==> src/logic/eeprom_loader_pkg.sv <==
// constants of the power-up serial eeprom loader
// assumes one device clock and a synchronous active-low reset
package eeprom_loader_pkg;
   // ************************************************
   // clock and serial bus timing
   // ************************************************
   localparam int CLK_PERIOD_NS  = 4;
   // fast bus clock keeps a load near 4330 cycles; slow parts need a larger half period
   localparam int SCL_HALF_NS    = 24;
   localparam int SCL_HALF_CYC   = SCL_HALF_NS / CLK_PERIOD_NS;
   localparam logic [6:0] EEPROM_DEV_ADDR = 7'h50;
   // ************************************************
   // eeprom map
   // ************************************************
   localparam logic [7:0] EE_LAST_BYTE  = 8'h16;
   localparam logic [7:0] EE_LATGNT     = 8'h00;
   localparam logic [7:0] EE_VENDOR_LO  = 8'h01;
   localparam logic [7:0] EE_VENDOR_HI  = 8'h02;
   localparam logic [7:0] EE_SUBSYS_LO  = 8'h03;
   localparam logic [7:0] EE_SUBSYS_HI  = 8'h04;
   localparam logic [7:0] EE_ENHANCE    = 8'h05;
   localparam logic [7:0] EE_UID_ROM    = 8'h06;
   localparam logic [7:0] EE_UID_HI0    = 8'h07;
   localparam logic [7:0] EE_UID_HI3    = 8'h0A;
   localparam logic [7:0] EE_UID_LO0    = 8'h0B;
   localparam logic [7:0] EE_UID_LO3    = 8'h0E;
   localparam logic [7:0] EE_LINK_HI    = 8'h10;
   localparam logic [7:0] EE_MISC_LO    = 8'h11;
   localparam logic [7:0] EE_MISC_HI    = 8'h12;
   localparam logic [7:0] EE_PHY_CTRL   = 8'h16;
   // ************************************************
   // target register offsets and fields
   // ************************************************
   localparam logic [7:0] LINK_ENH_OFFSET = 8'hF4;
   localparam int LE_UNFAIR_BIT = 7;
   localparam int LE_ACCEL_BIT  = 1;
   localparam int EE_PHYPROG_BIT = 6;
   localparam int MISC_B15 = 7;
   localparam int MISC_B4  = 4;
   localparam logic [31:0] LINK_ENH_RESET = 32'h0000_0000;
   localparam logic [31:0] LINK_ENH_RMASK = 32'h0000_F082;
   localparam logic [15:0] ID16_RESET    = 16'h0000;
   localparam logic [31:0] UID_RESET     = 32'h0000_0000;
   localparam logic [7:0]  BYTE_RESET    = 8'h00;
   typedef enum logic [3:0] {
      ST_IDLE  = 4'b0000,
      ST_START = 4'b0001,
      ST_DEVW  = 4'b0010,
      ST_WADDR = 4'b0011,
      ST_RSTRT = 4'b0100,
      ST_DEVR  = 4'b0101,
      ST_READ  = 4'b0110,
      ST_STOP  = 4'b0111,
      ST_DONE  = 4'b1000
   } load_state_e;
   typedef enum logic [2:0] {
      BC_NONE  = 3'b000,
      BC_START = 3'b001,
      BC_STOP  = 3'b010,
      BC_WRITE = 3'b011,
      BC_READ  = 3'b100
   } bit_cmd_e;
endpackage

==> src/logic/serial_bit_engine.sv <==
// two-wire byte engine: start, stop, byte write with ack sample, byte read with ack drive
// assumes open-drain pins with pull-ups outside; one command at a time
`timescale 1ns/1ps
module serial_bit_engine (
   input  wire logic        clk,
   input  wire logic        rst_n,
   input  wire logic [2:0]  cmd,
   input  wire logic        cmdValid,
   input  wire logic [7:0]  txByte,
   input  wire logic        lastRead,
   output logic             busy,
   output logic             cmdDone,
   output logic [7:0]       rxByte,
   output logic             ackSeen,
   input  wire logic        sclIn,
   input  wire logic        sdaIn,
   output logic             sclOut,
   output logic             sclOe,
   output logic             sdaOut,
   output logic             sdaOe
);
   // ************************************************
   // state
   // ************************************************
   logic [2:0]  cmd_reg, cmd_next;
   logic [11:0] div_reg, div_next;
   logic [1:0]  ph_reg, ph_next;
   logic [3:0]  bit_reg, bit_next;
   logic [8:0]  sh_reg, sh_next;
   logic        sclLow_reg, sclLow_next, sdaLow_reg, sdaLow_next;
   logic        done_reg, done_next, ack_reg, ack_next;
   logic [1:0]  sdaSync_reg, sclSync_reg;
   logic        tick;

   // pins pass two flops before use
   always_ff @(posedge clk) begin
      sdaSync_reg <= {sdaSync_reg[0], sdaIn};
      sclSync_reg <= {sclSync_reg[0], sclIn};
   end

   assign tick = (div_reg == 12'(eeprom_loader_pkg::SCL_HALF_CYC - 1));

   always_comb begin
      cmd_next = cmd_reg;
      div_next = (cmd_reg == 3'(eeprom_loader_pkg::BC_NONE) || tick) ? 12'h000 : div_reg + 12'h001;
      ph_next = ph_reg;
      bit_next = bit_reg;
      sh_next = sh_reg;
      sclLow_next = sclLow_reg;
      sdaLow_next = sdaLow_reg;
      done_next = 1'b0;
      ack_next = ack_reg;
      if (cmd_reg == 3'(eeprom_loader_pkg::BC_NONE)) begin
         if (cmdValid) begin
            cmd_next = cmd;
            ph_next = 2'd0;
            bit_next = 4'd0;
            // read shifts ones so sda is released, last bit is our ack
            sh_next = (cmd == 3'(eeprom_loader_pkg::BC_READ)) ? {8'hFF, lastRead}
                                                             : {txByte, 1'b1};
         end
      end else if (tick) begin
         ph_next = ph_reg + 2'd1;
         case (cmd_reg)
            eeprom_loader_pkg::BC_START: begin
               // sda falls while scl is high
               if (ph_reg == 2'd0) begin
                  sclLow_next = 1'b0;
                  sdaLow_next = 1'b0;
               end else if (ph_reg == 2'd1) begin
                  sdaLow_next = 1'b1;
               end else begin
                  sclLow_next = 1'b1;
                  cmd_next = 3'(eeprom_loader_pkg::BC_NONE);
                  done_next = 1'b1;
               end
            end
            eeprom_loader_pkg::BC_STOP: begin
               if (ph_reg == 2'd0) begin
                  sdaLow_next = 1'b1;
               end else if (ph_reg == 2'd1) begin
                  sclLow_next = 1'b0;
               end else begin
                  sdaLow_next = 1'b0;
                  cmd_next = 3'(eeprom_loader_pkg::BC_NONE);
                  done_next = 1'b1;
               end
            end
            default: begin
               // phase 0 set data, 1 raise scl, 2 sample and drop scl
               if (ph_reg == 2'd0) begin
                  sdaLow_next = ~sh_reg[8];
               end else if (ph_reg == 2'd1) begin
                  sclLow_next = 1'b0;
               end else begin
                  sclLow_next = 1'b1;
                  ph_next = 2'd0;
                  sh_next = {sh_reg[7:0], sdaSync_reg[1]};
                  bit_next = bit_reg + 4'd1;
                  if (bit_reg == 4'd8) begin
                     cmd_next = 3'(eeprom_loader_pkg::BC_NONE);
                     done_next = 1'b1;
                     // sda kept until next phase 0, never moving as scl falls
                     ack_next = ~sdaSync_reg[1];
                  end
               end
            end
         endcase
      end
   end

   always_ff @(posedge clk) begin
      if (!rst_n) begin
         cmd_reg <= 3'(eeprom_loader_pkg::BC_NONE);
         div_reg <= 12'h000;
         ph_reg <= 2'd0;
         bit_reg <= 4'd0;
         sh_reg <= 9'h1FF;
         sclLow_reg <= 1'b0;
         sdaLow_reg <= 1'b0;
         done_reg <= 1'b0;
         ack_reg <= 1'b0;
      end else begin
         cmd_reg <= cmd_next;
         div_reg <= div_next;
         ph_reg <= ph_next;
         bit_reg <= bit_next;
         sh_reg <= sh_next;
         sclLow_reg <= sclLow_next;
         sdaLow_reg <= sdaLow_next;
         done_reg <= done_next;
         ack_reg <= ack_next;
      end
   end

   assign busy    = (cmd_reg != 3'(eeprom_loader_pkg::BC_NONE));
   assign cmdDone = done_reg;
   assign ackSeen = ack_reg;
   assign rxByte  = sh_reg[8:1];
   assign sclOut  = 1'b0;
   assign sclOe   = sclLow_reg;
   assign sdaOut  = 1'b0;
   assign sdaOe   = sdaLow_reg;
endmodule // serial_bit_engine

==> src/logic/config_target_regs.sv <==
// target register fields filled by the loader
// assumes one byte write strobe per eeprom byte from the sequencer
`timescale 1ns/1ps
module config_target_regs (
   input  wire logic        clk,
   input  wire logic        rst_n,
   input  wire logic        byteWe,
   input  wire logic [7:0]  byteAddr,
   input  wire logic [7:0]  byteData,
   output logic [15:0]      latGnt,
   output logic [15:0]      vendorId,
   output logic [15:0]      subsysId,
   output logic [7:0]       uidRom,
   output logic [31:0]      uidHigh,
   output logic [31:0]      uidLow,
   output logic [31:0]      linkEnh,
   output logic             phyProgrammingAllow,
   output logic [1:0]       miscBits,
   output logic [7:0]       phyCtrl
);
   // ************************************************
   // one strobe-keyed register per field
   // ************************************************
   logic [15:0] latGnt_reg, vendor_reg, subsys_reg;
   logic [7:0]  uidRom_reg, phy_reg;
   logic [31:0] uidHi_reg, uidLo_reg;
   logic [3:0]  leHi_reg;
   logic        unfair_reg, accel_reg, phyProg_reg;
   logic [1:0]  misc_reg;

   always_ff @(posedge clk) begin
      if (!rst_n) begin
         latGnt_reg <= eeprom_loader_pkg::ID16_RESET;
         vendor_reg <= eeprom_loader_pkg::ID16_RESET;
         subsys_reg <= eeprom_loader_pkg::ID16_RESET;
         uidRom_reg <= eeprom_loader_pkg::BYTE_RESET;
         phy_reg <= eeprom_loader_pkg::BYTE_RESET;
         uidHi_reg <= eeprom_loader_pkg::UID_RESET;
         uidLo_reg <= eeprom_loader_pkg::UID_RESET;
         leHi_reg <= 4'h0;
         unfair_reg <= 1'b0;
         accel_reg <= 1'b0;
         phyProg_reg <= 1'b0;
         misc_reg <= 2'b00;
      end else if (byteWe) begin
         if (byteAddr == eeprom_loader_pkg::EE_LATGNT) begin
            latGnt_reg <= {8'h00, byteData};
         end else if (byteAddr == eeprom_loader_pkg::EE_VENDOR_LO) begin
            vendor_reg[7:0] <= byteData;
         end else if (byteAddr == eeprom_loader_pkg::EE_VENDOR_HI) begin
            vendor_reg[15:8] <= byteData;
         end else if (byteAddr == eeprom_loader_pkg::EE_SUBSYS_LO) begin
            subsys_reg[7:0] <= byteData;
         end else if (byteAddr == eeprom_loader_pkg::EE_SUBSYS_HI) begin
            subsys_reg[15:8] <= byteData;
         end else if (byteAddr == eeprom_loader_pkg::EE_ENHANCE) begin
            unfair_reg <= byteData[eeprom_loader_pkg::LE_UNFAIR_BIT];
            accel_reg <= byteData[eeprom_loader_pkg::LE_ACCEL_BIT];
            phyProg_reg <= byteData[eeprom_loader_pkg::EE_PHYPROG_BIT];
         end else if (byteAddr == eeprom_loader_pkg::EE_UID_ROM) begin
            uidRom_reg <= byteData;
         end else if (byteAddr >= eeprom_loader_pkg::EE_UID_HI0 &&
                      byteAddr <= eeprom_loader_pkg::EE_UID_HI3) begin
            uidHi_reg <= {byteData, uidHi_reg[31:8]};
         end else if (byteAddr >= eeprom_loader_pkg::EE_UID_LO0 &&
                      byteAddr <= eeprom_loader_pkg::EE_UID_LO3) begin
            uidLo_reg <= {byteData, uidLo_reg[31:8]};
         end else if (byteAddr == eeprom_loader_pkg::EE_LINK_HI) begin
            leHi_reg <= byteData[7:4];
         end else if (byteAddr == eeprom_loader_pkg::EE_MISC_LO) begin
            misc_reg[0] <= byteData[eeprom_loader_pkg::MISC_B4];
         end else if (byteAddr == eeprom_loader_pkg::EE_MISC_HI) begin
            misc_reg[1] <= byteData[eeprom_loader_pkg::MISC_B15];
         end else if (byteAddr == eeprom_loader_pkg::EE_PHY_CTRL) begin
            phy_reg <= byteData;
         end
      end
   end

   assign latGnt = latGnt_reg;
   assign vendorId = vendor_reg;
   assign subsysId = subsys_reg;
   assign uidRom = uidRom_reg;
   assign uidHigh = uidHi_reg;
   assign uidLow = uidLo_reg;
   // reserved bits read zero, bit 6 unassigned here
   assign linkEnh = {16'h0000, leHi_reg, 4'h0, unfair_reg, 5'b00000, accel_reg, 1'b0};
   assign phyProgrammingAllow = phyProg_reg;
   assign miscBits = misc_reg;
   assign phyCtrl = phy_reg;
endmodule // config_target_regs

==> src/logic/serial_eeprom_config_loader.sv <==
// top of the power-up eeprom loader: sequencer, retry flag and link enables
// assumes open-drain serial pins pulled up on the board and a host slave unit
// that honours loadRetry
//
// Summary of operation
// - after reset the eeprom is read and registers loaded without software help
// - eeprom reached only over the two-wire bus, this block always master
// - host slave accesses are retried while the load runs
// - byte 00h to latency/grant, 01h vendor id, 03h subsystem id
// - byte 06h to id rom, 07h-0Ah id high, 0Bh-0Eh id low
// - byte 05h bits 7,1 to link enhancement, bit 6 allows phy programming
// - byte 10h link bits 15-12, 11h-12h misc bits, 16h phy control
// - link enhancement bit 7 lets the link answer priority requests
// - link enhancement bit 1 tells the phy acceleration is supported
// - link enhancement bits 6-2 and 0 read zero
`timescale 1ns/1ps
module serial_eeprom_config_loader (
   input  wire logic        clk,
   input  wire logic        rst_n,
   input  wire logic        sclIn,
   input  wire logic        sdaIn,
   output logic             sclOut,
   output logic             sclOe,
   output logic             sdaOut,
   output logic             sdaOe,
   output logic             loadRetry,
   output logic             loadFailed,
   input  wire logic [7:0]  regOffset,
   output logic [31:0]      regReadData,
   output logic [15:0]      latGnt,
   output logic [15:0]      vendorId,
   output logic [15:0]      subsysId,
   output logic [7:0]       uidRom,
   output logic [31:0]      uidHigh,
   output logic [31:0]      uidLow,
   output logic             phyProgrammingAllow,
   output logic [1:0]       miscBits,
   output logic [7:0]       phyCtrl,
   output logic             priorityArbRespond,
   output logic             accelSupportNotify
);
   // ************************************************
   // sequencer state
   // ************************************************
   eeprom_loader_pkg::load_state_e state_reg, state_next;
   logic [7:0]  addr_reg, addr_next;
   logic        issued_reg, issued_next;
   logic        fail_reg, fail_next;
   logic [2:0]  cmd;
   logic        cmdValid, busy, cmdDone, ackSeen, lastRead, byteWe;
   logic [7:0]  txByte, rxByte;
   logic [31:0] linkEnh;

   // issue one engine command per state (one per byte in ST_READ), advance on its done pulse
   always_comb begin
      state_next = state_reg;
      addr_next = addr_reg;
      issued_next = issued_reg;
      fail_next = fail_reg;
      cmd = 3'(eeprom_loader_pkg::BC_NONE);
      txByte = 8'h00;
      byteWe = 1'b0;
      cmdValid = 1'b0;
      case (state_reg)
         eeprom_loader_pkg::ST_IDLE: begin
            state_next = eeprom_loader_pkg::ST_START;
         end
         eeprom_loader_pkg::ST_START, eeprom_loader_pkg::ST_RSTRT: begin
            cmd = 3'(eeprom_loader_pkg::BC_START);
         end
         eeprom_loader_pkg::ST_DEVW: begin
            cmd = 3'(eeprom_loader_pkg::BC_WRITE);
            txByte = {eeprom_loader_pkg::EEPROM_DEV_ADDR, 1'b0};
         end
         eeprom_loader_pkg::ST_WADDR: begin
            cmd = 3'(eeprom_loader_pkg::BC_WRITE);
            txByte = 8'h00;
         end
         eeprom_loader_pkg::ST_DEVR: begin
            cmd = 3'(eeprom_loader_pkg::BC_WRITE);
            txByte = {eeprom_loader_pkg::EEPROM_DEV_ADDR, 1'b1};
         end
         eeprom_loader_pkg::ST_READ: begin
            cmd = 3'(eeprom_loader_pkg::BC_READ);
         end
         eeprom_loader_pkg::ST_STOP: begin
            cmd = 3'(eeprom_loader_pkg::BC_STOP);
         end
         default: begin
            cmd = 3'(eeprom_loader_pkg::BC_NONE);
         end
      endcase
      if (cmd != 3'(eeprom_loader_pkg::BC_NONE) && !issued_reg && !busy) begin
         cmdValid = 1'b1;
         issued_next = 1'b1;
      end
      if (cmdDone) begin
         issued_next = 1'b0;
         case (state_reg)
            eeprom_loader_pkg::ST_START: state_next = eeprom_loader_pkg::ST_DEVW;
            eeprom_loader_pkg::ST_DEVW: begin
               if (ackSeen) begin
                  state_next = eeprom_loader_pkg::ST_WADDR;
               end else begin
                  fail_next = 1'b1;
                  state_next = eeprom_loader_pkg::ST_STOP;
               end
            end
            eeprom_loader_pkg::ST_WADDR: state_next = eeprom_loader_pkg::ST_RSTRT;
            eeprom_loader_pkg::ST_RSTRT: state_next = eeprom_loader_pkg::ST_DEVR;
            eeprom_loader_pkg::ST_DEVR: begin
               if (ackSeen) begin
                  state_next = eeprom_loader_pkg::ST_READ;
               end else begin
                  fail_next = 1'b1;
                  state_next = eeprom_loader_pkg::ST_STOP;
               end
            end
            eeprom_loader_pkg::ST_READ: begin
               // sequential read, eeprom contents trusted as programmed
               byteWe = 1'b1;
               addr_next = addr_reg + 8'h01;
               if (addr_reg == eeprom_loader_pkg::EE_LAST_BYTE) begin
                  state_next = eeprom_loader_pkg::ST_STOP;
               end
            end
            eeprom_loader_pkg::ST_STOP: state_next = eeprom_loader_pkg::ST_DONE;
            default: state_next = state_reg;
         endcase
      end
   end

   assign lastRead = (addr_reg == eeprom_loader_pkg::EE_LAST_BYTE);

   always_ff @(posedge clk) begin
      if (!rst_n) begin
         state_reg <= eeprom_loader_pkg::ST_IDLE;
         addr_reg <= 8'h00;
         issued_reg <= 1'b0;
         fail_reg <= 1'b0;
      end else begin
         state_reg <= state_next;
         addr_reg <= addr_next;
         issued_reg <= issued_next;
         fail_reg <= fail_next;
      end
   end

   // ************************************************
   // host retry and failure status
   // ************************************************
   assign loadRetry = (state_reg != eeprom_loader_pkg::ST_DONE);
   assign loadFailed = fail_reg;

   // ************************************************
   // submodules
   // ************************************************
   serial_bit_engine engine (
      .clk      (clk),
      .rst_n    (rst_n),
      .cmd      (cmd),
      .cmdValid (cmdValid),
      .txByte   (txByte),
      .lastRead (lastRead),
      .busy     (busy),
      .cmdDone  (cmdDone),
      .rxByte   (rxByte),
      .ackSeen  (ackSeen),
      .sclIn    (sclIn),
      .sdaIn    (sdaIn),
      .sclOut   (sclOut),
      .sclOe    (sclOe),
      .sdaOut   (sdaOut),
      .sdaOe    (sdaOe)
   );

   // a failed load writes nothing, so defaults stay
   config_target_regs targets (
      .clk                 (clk),
      .rst_n               (rst_n),
      .byteWe              (byteWe),
      .byteAddr            (addr_reg),
      .byteData            (rxByte),
      .latGnt              (latGnt),
      .vendorId            (vendorId),
      .subsysId            (subsysId),
      .uidRom              (uidRom),
      .uidHigh             (uidHigh),
      .uidLow              (uidLow),
      .linkEnh             (linkEnh),
      .phyProgrammingAllow (phyProgrammingAllow),
      .miscBits            (miscBits),
      .phyCtrl             (phyCtrl)
   );

   // ************************************************
   // link enhancement use and read port
   // ************************************************
   assign priorityArbRespond = linkEnh[eeprom_loader_pkg::LE_UNFAIR_BIT];
   assign accelSupportNotify = linkEnh[eeprom_loader_pkg::LE_ACCEL_BIT];

   always_comb begin
      if (regOffset == eeprom_loader_pkg::LINK_ENH_OFFSET) begin
         regReadData = linkEnh & eeprom_loader_pkg::LINK_ENH_RMASK;
      end else begin
         regReadData = 32'h0000_0000;
      end
   end
endmodule // serial_eeprom_config_loader

==> config.mk <==
export PLATFORM = sky130hd
export DESIGN_NAME = serial_eeprom_config_loader
export DESIGN_NICKNAME = d
export VERILOG_FILES = /design/src/logic/eeprom_loader_pkg.sv /design/src/logic/serial_bit_engine.sv /design/src/logic/config_target_regs.sv /design/src/logic/serial_eeprom_config_loader.sv
export SDC_FILE = /design/constraint.sdc
export NUM_CORES = 1
export LEC_CHECK = 0
export BUFFER_PORTS_ARGS = -buffer_cell sky130_fd_sc_hd__buf_2
export CORE_MARGIN = 4
export CORE_UTILIZATION = 28
export CTS_CLUSTER_DIAMETER = 40
export DETAILED_ROUTE_END_ITERATION = 8
export GPL_ROUTABILITY_DRIVEN = 0
export SETUP_SLACK_MARGIN = 0.2
export SYNTH_ARGS = -nofsm -noshare
export SYNTH_HDL_FRONTEND = slang
export SYNTH_SLANG_ARGS = --single-unit
==> constraint.sdc <==
create_clock -name clk -period 2.9 [get_ports clk]
set_input_delay 0.29 -clock clk [delete_from_list [all_inputs] [get_ports clk]]
set_output_delay 0.29 -clock clk [all_outputs]
set_load 0.01 [all_outputs]
==> impl_metrics.yaml, run 1 <==
run_status:
  status: "finished clean"
power_and_ir_drop:
  power.internal_uw: 3880
  p_per_area_nw_per_um2: 550
  clkPwrFrac_pct: 46.2
  total_power_uw: 5150
  switching_share_pct: 24.7
  netSwitchingPower_uw: 1270
  combPwrFrac_pct: 3.7
  vdd_ir_drop_max_v: 0.000298
  p_leak_uw: 0.00411
  seq_power_share_pct: 50.1
floorplan:
  fp-row-count: 60
  initial_core_util_pct: 28.7
  fp.coreArea_um2: 27200
  die_w_um: 175
  ios: 183
  die_h_um: 175
  dieArea_um2: 30600
clocking:
  clk_latency_ns: 0.43
  cts-root-buf: "clkbuf_16"
  h-tree-depth: 4
  cts_made_buffers: 17
  cts_resized: 0
  cts_tree: "yes"
  clock_path_buffers: 2
  path_clk_slew_ns: 0.07
  cts_num_sinks: 179
global_route:
  overflow: 0
  antenna_found_initial: 0
  grt_pass1_wl_mm: 32.6
  grt_max_degree: 86
  grt_pass1_vias: 5989
  grt_usage_pct: 13.1
critical_path:
  path_class: "reg -> reg"
  required_ns: 3.25
  crit_path_end_kind: "flop"
  r2r-start: "engine.cmd_reg[0]"
  r2r_slack_ns: 0.64
  worstRegToRegCells: 4
  crit_fanout: 22
  critPathLaunchType: "flop"
  cp.arrival_ns: 2.61
  r2r-end: "engine.cmd_reg[2]"
routing:
  first_iter_violations: 414
  vias: 6367
  viasPerCell: 4.67
  detail_route.first_pass.iterations: 4
  wirelength_mm: 20.7
  post_drt_wl_per_cell_um: 15.2
  ant_nets: 0
  drc_errors: 0
synth:
  synth_top_area_cell: "dfxtp_1"
  ys_seq_elements: 179
  synth.distinct_cells: 55
  syn_area_per_cell_um2: 9.07
  async_flop_share_pct: 0
  netlist_top_cells_area: "dfxtp_1, mux2i_1, nand2_1"
  ys.flop_type: "dfxtp_1"
  synth-seq-area-share_pct: 46.0
  yosys_warnings: 0
  synthCells: 860
  syn_area_um2: 7800
  synth_edf_count: 0
  yosysTopAreaCellShare_pct: 46.0
timing:
  period_share_pct: 77.9
  finalSetupViolCount: 0
  fin_crit_ns: 2.26
  whs_ns: 0.334
  worst_pin_slew_ns: 0.861
  finalClockSkew_ns: 0.0127
  hold_viol: 0
  relSlewSlack_pct: 42.5
  rsz0062_at_grt: "false"
  fmax_mhz: 442
  finalMaxSlewViolations: 0
  tns_ns: 0
worst_hold_path:
  min_path_cells: 0
  hold_end: "engine.sdaSync_reg[1]"
  hold_path_class: "reg -> reg"
  min-delay-start: "engine.sdaSync_reg[0]"
layout:
  antenna_cells: 0
  final_layout_size_suffix_gt1_share_pct: 20.7
  fin_util_pct: 34.5
  area_delta_synth_final_pct: 20.1
  design_area_um2: 9370
  final_nets: 1001
placement:
  io_buffers: 145
  place_area_um2: 8750
  dp_hpwl_mm: 13.7
run:
  drv_cap: 0
-- cell families after synthesis --
logic type               share of synthesized area (%)
other                                           0.0481
flip-flops                                        46.0
adder cells (fa/ha/maj)                           1.93
AND/OR/NAND/NOR                                   19.3
XOR/XNOR                                          1.91
buffers and inverters                             7.56
multiplexers                                      13.4
AO/OA/AOI/OAI                                     9.92
-- metrics by stage --
| stage | worst slack [ns] | cells |
|---|---|---|
| after floorplan | 0.756 | 895 |
| after global placement | 0.673 | 1329 |
| after detailed placement | 0.657 | 1329 |
| after CTS | 0.644 | 1362 |
| after global routing | 0.453 | 1362 |
| final | 0.639 | 1362 |
-- layout make-up --
type / count / area (um2)
inverters: 14 / 52.6
well taps: 372 / 465
flip-flops and latches: 179 / 3580
fillers: 2833 / 17800
multi-input cells: 601 / 3760
clock buffers: 20 / 457
clock inverters: 12 / 148
repair buffers: 164 / 896
-- cell usage in the layout, fill, tap and decap left out, drive strengths merged, types with 7 or more instances in the layout --
cell	n
dfxtp	179
buf	163
mux2i	103
nand2	94
nor2	65
a21oi	58
o21ai	48
nand4	41
conb	36
nand3	24
clkbuf	20
inv	18
ha	12
or4	9
xor2	9
and2	8
xnor2	8
nand2b	7
nor3	7
o31ai	7
a211oi	7
-- power groups by stage --
stage	sequential, uW	combinational [uW]	clock [uW]
after floorplan	2550	221	0
after global placement	2640	188	0
after detailed placement	2640	191	0
after CTS	2580	193	2470
after global routing	2590	214	2560
final	2580	192	2380
-- timing repair --
action	CTS	global route
hold endpoints to repair	1	0
buffers inserted	0	0
setup endpoints to repair	0	0
hold buffers	1	0
-- routing by layer --
metal  up-vias  part of all wire [%]  GRT usage (%)
met2       163                    45           20.8
met3        17                   5.8           3.42
met4         0                   1.2           3.57
met1      3005                    48           17.8
met5         -                     0              0
li1       3182                     -              -
-- cell usage after synthesis (all sizes together) (2+ instances only) --
master,instances
nor3b,4
nor4b,5
a31oi,3
buf,48
nand2,94
and3,4
nand4,41
a211oi,7
mux2i,103
o31ai,7
a21oi,58
o21ai,48
ha,12
nor4,3
nand3b,4
nand2b,7
o211ai,4
or4,9
inv,13
nor2,65
nor2b,5
o21a,2
and2,8
xnor2,8
clkbuf,53
nand3,24
and4,4
xor2,9
dfxtp,179
nor4bb,3
nor3,7
or3,3
-- how the worst max path moves through the flow --
stage / from / end / slack (ns) / depth (start not counted)
6_report: engine.cmd_reg[0] / engine.cmd_reg[2] / 0.64 / 4
5_1_grt: state_reg[1] / targets.subsysId[9] / 0.45 / 5
4_1_cts: engine.cmd_reg[0] / engine.cmd_reg[2] / 0.64 / 4
3_5_place_dp: engine.cmd_reg[0] / engine.cmd_reg[2] / 0.66 / 4
3_3_place_gp: engine.cmd_reg[0] / engine.cmd_reg[2] / 0.67 / 4
2_1_floorplan: addr_reg[0] / targets.uidHigh[0] / 0.76 / 7
-- worst max-delay path, stage by stage (launching register included) --
cell and delay, ns:
dfxtp_1 0.42, or3_4 0.55, or4_1 0.62, or4_1 0.45, a21oi_1 0.15
Power figures use the tool's default switching activity.
==> run 2, diff against run 1 <==
- ABC_AREA: unset -> 1
- clock period: 2.9 -> 2.2 ns (I/O delays scaled with it)
==> run 2 against run 1 <==
Count of clock-buffer cells in the layout is 2 lower; global-route usage is 0.14 points higher; die area is 3.2% higher; critical endpoint is now targets.uidLow[21]; combinational power grew to 3.1 times the previous value; largest cell class unchanged; routed wire length is 8.7% higher; worst hold slack worse by 0.23 ns.
==> impl_metrics.yaml, run 2 <==
floorplan:
  fp-row-count: 61
  initial_core_util_pct: 28.7
  ios: 183
  fp.coreArea_um2: 28100
  die_w_um: 178
  dieArea_um2: 31500
  die_h_um: 178
clocking:
  cts_num_sinks: 179
  cts_tree: "yes"
  clk_latency_ns: 0.43
  path_clk_slew_ns: 0.08
  cts-root-buf: "clkbuf_16"
  clock_path_buffers: 2
  h-tree-depth: 4
  cts_made_buffers: 17
worst_hold_path:
  min_path_cells: 3
  hold_path_class: "in -> reg"
  min-delay-start: "rst_n"
  hold_end: "engine.ackSeen"
critical_path:
  worstRegToRegCells: 12
  cp.arrival_ns: 2.24
  crit_path_frequent_cell: "nand2_1"
  critPathLaunchType: "flop"
  crit_path_end_kind: "flop"
  r2r-end: "targets.uidLow[21]"
  max_stage_delay_ns: 0.36
  path_class: "reg -> reg"
  r2r_slack_ns: 0.32
  crit_chain: "inv_1 > ha_2 > nand2_2 > inv_1 > nand2_1 > nand2_1 > nor2_2 > nand3_4 > buf_12 > nand2_1 > nand2_1 > nor2_2"
  r2r-start: "addr_reg[0]"
  crit_fanout: 16
  cp_slowest_cell: "dfxtp_2"
  required_ns: 2.56
synth:
  yosys.area_share.simple_pct: 28.8
  syn_area_um2: 8060
  async_flop_share_pct: 0
  muxShareOfSynthArea_pct: 0
  ys.flop_type: "dfxtp_1"
  synth_top_area_cell: "dfxtp_1"
  synth-xor-area-share_pct: 0.761
  yosysTopAreaCellShare_pct: 44.5
  ys_seq_elements: 179
  synthAdderAreaFrac_pct: 1.86
  synthCells: 1162
  synth.distinct_cells: 39
  yosysMostFrequentCell: "nand2_1"
  synth_common_cells: "nand2_1, nor2_1, dfxtp_1, inv_1, a21oi_1"
  synth_compound_area_share_pct: 11.0
  synth_edf_count: 0
  netlist_top_cells_area: "dfxtp_1, nand2_1, nor2_1"
  synth_top_family_by_area: "simple AND/OR/NAND/NOR gates"
  yosys_warnings: 0
  synth-seq-area-share_pct: 44.5
  syn_area_per_cell_um2: 6.93
timing:
  whs_ns: 0.106
  relSlewSlack_pct: 54.1
  rsz0062_at_grt: "true"
  tns_ns: 0
  fmax_mhz: 532
  period_share_pct: 85.5
  finalSetupViolCount: 0
  hold_viol: 0
  worst_pin_slew_ns: 0.688
  finalClockSkew_ns: 0.0152
  finalMaxSlewViolations: 0
  fin_ws_ns: 0.319
  fin_crit_ns: 1.88
placement:
  io_buffers: 145
  place_ws_ns: 0.165
  dp_hpwl_mm: 15.0
  dpl.cell_count: 1662
global_route:
  grt_pass1_wl_mm: 33.4
  grt_max_degree: 65
  grt_pass1_vias: 6366
  met2_usage_pct: 20.1
  met3_usage_pct: 3.11
  overflow: 0
  grt_usage_pct: 13.3
  grt_use_met1_pct: 18.9
  busiest_layer: "met2"
  antenna_found_initial: 0
power_and_ir_drop:
  total_power_uw: 7000
  p_per_area_nw_per_um2: 702
  vdd_ir_drop_max_v: 0.000442
  p_leak_uw: 0.00506
routing:
  first_iter_violations: 357
  drc_errors: 0
  vias: 7251
  post_drt_wl_per_cell_um: 13.2
  viasPerCell: 4.24
  wirelength_mm: 22.5
  ant_nets: 0
  detail_route.first_pass.iterations: 5
run_status:
  status: "finished clean"
layout:
  area_delta_synth_final_pct: 23.9
  final_common_cell: "nand2_1"
  final_layout_size_suffix_gt1_share_pct: 18.9
  final_nets: 1343
  fillers: 3003
  most-common-layout-cells: "nand2_1, nor2_1, dfxtp_1"
  antenna_cells: 0
  fin_cells: 1710
run:
  drv_cap: 0
[run 2: changes by cell type after synthesis, moves of 26 or more]
cell and delta:
nor2_1 +170, nand2_1 +154, nand4_1 -26, clkbuf_1 -35
mux2i_1 -103, inv_1 +120, a21oi_1 +29
[run 2: where the power goes]
group | internal [uW] | switching (uW)
combinational | 171 | 422
clock | 1510 | 1450
sequential | 3300 | 145
total | 4980 | 2020
[run 2: cells by family after synthesis]
family / Yosys count
simple gates: 566
other cells: 1
xor+xnor: 7
buf+inv: 226
fa+ha+maj: 12
compound gates: 171
flops: 179
[run 2: worst max-delay path: cells and delay by family (launching register included)]
family	cells	cell delay [ns]
fa+ha+maj	1	0.22
buf+inv	3	0.38
simple gates	8	0.84
flops	1	0.36
[run 2: layout make-up]
type,instances,area (um2),share of cell area (%)
clock buffer,18,429,4.30
clock inverter,14,139,1.39
inverter,140,529,5.30
multi-input combinational,793,3630,36.4
sequential,179,3590,35.9
tap,378,473,4.74
timing repair buffer,188,1190,12.0
[run 2: per-layer routing]
layer	up-vias	wire [um]
met4	0	191
li1	3861	-
met2	213	9730
met1	3165	11200
met3	12	1430
met5	-	0
[run 2: timing repair]
action | 4_1_cts | 5_1_grt
setup endpoints to repair | 22 | 103
hold buffers | 1 | 0
setup buffers | 2 | 4
resized for setup | 0 | 22
pin swaps | 0 | 5
hold endpoints to repair | 1 | 0
gates cloned | 0 | 9
[run 2: worst max path at each step]
| stage | startpoint | to | slack, ns | depth (start not counted) |
|---|---|---|---|---|
| finish | addr_reg[0] | targets.uidLow[21] | 0.32 | 12 |
| global route | addr_reg[0] | targets.uidLow[15] | 0.15 | 12 |
| CTS | engine.ph_reg[0] | engine.bit_reg[1] | 0.21 | 8 |
| detailed placement | addr_reg[0] | targets.uidHigh[5] | 0.16 | 12 |
| global placement | addr_reg[0] | targets.uidHigh[21] | 0.24 | 12 |
| floorplan | addr_reg[0] | targets.uidHigh[0] | 0.51 | 11 |
[run 2: metrics by stage]
step / util, % / area, um2
finish: 35.5 / 9980
global route: 35.5 / 9980
CTS: 34.5 / 9700
detailed placement: 32.4 / 9110
global placement: 32.4 / 9110
floorplan: - / 8190
==> run 3, diff against run 2 <==
- CORE_MARGIN: 4 -> 10
- clock period: 2.2 -> 1.77 ns (I/O delays scaled with it)
==> run 3 against run 2 <==
The run now ends with negative setup slack left; total power is 31% higher; worst setup slack lost 0.32 ns; sequential cell count unchanged; register-to-register slack got worse by 0.32 ns; utilization grew 5.7 points; global-route usage shrank 0.25 points; worst hold slack lost 0.060 ns; via count is 8.2% higher; sequential share of layout area is 5.2 points lower; final area is 18% higher; die area increased by 14%; routed wire length increased by 14%; critical endpoint is now targets.uidLow[14]; largest cell class unchanged.
==> impl_metrics.yaml, run 3 (same netlist as run 2, synthesis figures left out) <==
timing:
  whs_ns: 0.0457
  period_share_pct: 100
  tns_ns: -0.000846
  fmax_mhz: 565
  fin_crit_ns: 1.77
  fin_ws_ns: -0.000846
  finalSetupViolCount: 1
  finalClockSkew_ns: 0.0140
  hold_viol: 0
  worst_pin_slew_ns: 0.604
  rsz0062_at_grt: "true"
  relSlewSlack_pct: 59.7
  finalMaxSlewViolations: 0
global_route:
  overflow: 0
  grt_pass1_wl_mm: 37.9
  grt_max_degree: 83
  grt_usage_pct: 13.0
  antenna_found_initial: 0
  grt_pass1_vias: 7118
power_and_ir_drop:
  total_power_uw: 9170
  p_leak_uw: 0.00564
  vdd_ir_drop_max_v: 0.000615
  p_per_area_nw_per_um2: 779
routing:
  ant_nets: 0
  first_iter_violations: 427
  detail_route.first_pass.iterations: 5
  drc_errors: 0
  post_drt_wl_per_cell_um: 14.4
  wirelength_mm: 25.7
  viasPerCell: 4.39
  vias: 7846
layout:
  final_common_cell: "nor2_1"
  area_delta_synth_final_pct: 46.2
  antenna_cells: 0
  final_nets: 1413
  most-common-layout-cells: "nor2_1, nand2_1, dfxtp_1"
  fin_util_pct: 41.3
  fillers: 2898
  final_layout_size_suffix_gt1_share_pct: 36.2
  fin_cells: 1786
worst_hold_path:
  min-delay-start: "rst_n"
  hold_path_class: "in -> reg"
  min_path_cells: 3
  hold_end: "engine.ph_reg[0]"
placement:
  io_buffers: 145
  dp_hpwl_mm: 16.7
  dpl.cell_count: 1710
floorplan:
  initial_core_util_pct: 28.2
  fp.coreArea_um2: 28500
  die_w_um: 190
  fp-row-count: 62
  die_h_um: 190
  ios: 183
  dieArea_um2: 36000
critical_path:
  worstRegToRegCells: 12
  crit_path_start: "addr_reg[1]"
  required_ns: 2.15
  r2r_slack_ns: -0.0008
  r2r-start: "addr_reg[1]"
  cp.arrival_ns: 2.15
  critPathLaunchType: "flop"
  crit_fanout: 8
  path_class: "reg -> reg"
  r2r-end: "targets.uidLow[14]"
  crit_path_end_kind: "flop"
run:
  drv_cap: 0
clocking:
  clock_path_buffers: 2
  cts-root-buf: "clkbuf_16"
  cts_num_sinks: 179
  clk_latency_ns: 0.44
  path_clk_slew_ns: 0.08
  cts_tree: "yes"
  h-tree-depth: 4
  cts_made_buffers: 17
run_status:
  status: "finished, violations left"
  violations: "negative setup slack"
-- run 3: worst max-delay path, cell delays in order, from the launching register on --
cell	delay, ns
dfxtp_4	0.39
ha_4	0.18
nand3_1	0.08
nand2_1	0.10
nand2_2	0.10
nand2_1	0.07
nor2_2	0.13
nand3_4	0.14
buf_12	0.18
buf_16	0.14
nand2_2	0.06
nand2_2	0.04
nor2_2	0.10
-- run 3: worst max path at each step --
| stage | endpoint |
|---|---|
| after floorplan | targets.uidHigh[17] |
| after global placement | targets.uidLow[26] |
| after detailed placement | targets.uidLow[26] |
| after CTS | targets.uidLow[13] |
| after global routing | targets.uidLow[19] |
| final | targets.uidLow[14] |
-- run 3: area by class of cell --
cell class                      instances  area, um2  area share [%]
Multi-Input combinational cell        793       4480            38.0
Sequential cell                       179       3630            30.8
Timing Repair Buffer                  257       2040            17.4
Inverter                              140        557            4.73
Tap cell                              384        480            4.08
Clock buffer                           17        425            3.61
Clock inverter                         15        163            1.38
Timing Repair inverter                  1       7.51          0.0637
-- run 3: stage by stage --
step	instance area (um2)	worst slack (ns)
2_1_floorplan	8240	0.169
3_3_place_gp	9520	-0.0378
3_5_place_dp	9520	-0.0797
4_1_cts	10600	0.0460
5_1_grt	11800	-0.108
6_report	11800	-0.000846
-- run 3: metal layers --
layer / vias to the layer above / GRT usage, % / wire, um
met1: 3599 / 17.3 / 12000
met2: 203 / 20.1 / 11800
met3: 20 / 4.05 / 1650
met4: 0 / 3.39 / 280
met5: - / 0 / 0
li1: 4024 / - / -
-- run 3: report_power, final --
group | switching (uW) | total, uW | internal (uW)
Clock | 1930 | 3830 | 1900
Sequential | 147 | 4250 | 4100
Combinational | 694 | 1100 | 403
Total | 2770 | 9170 | 6400
-- run 3: repair_timing --
action / in CTS / in global routing
resized for setup: 90 / 234
endpoints found under the setup margin: 143 / 154
hold endpoints to repair: 1 / 0
pin swaps: 20 / 61
hold buffers: 1 / 0
buffers inserted: 9 / 20
cloned: 5 / 9
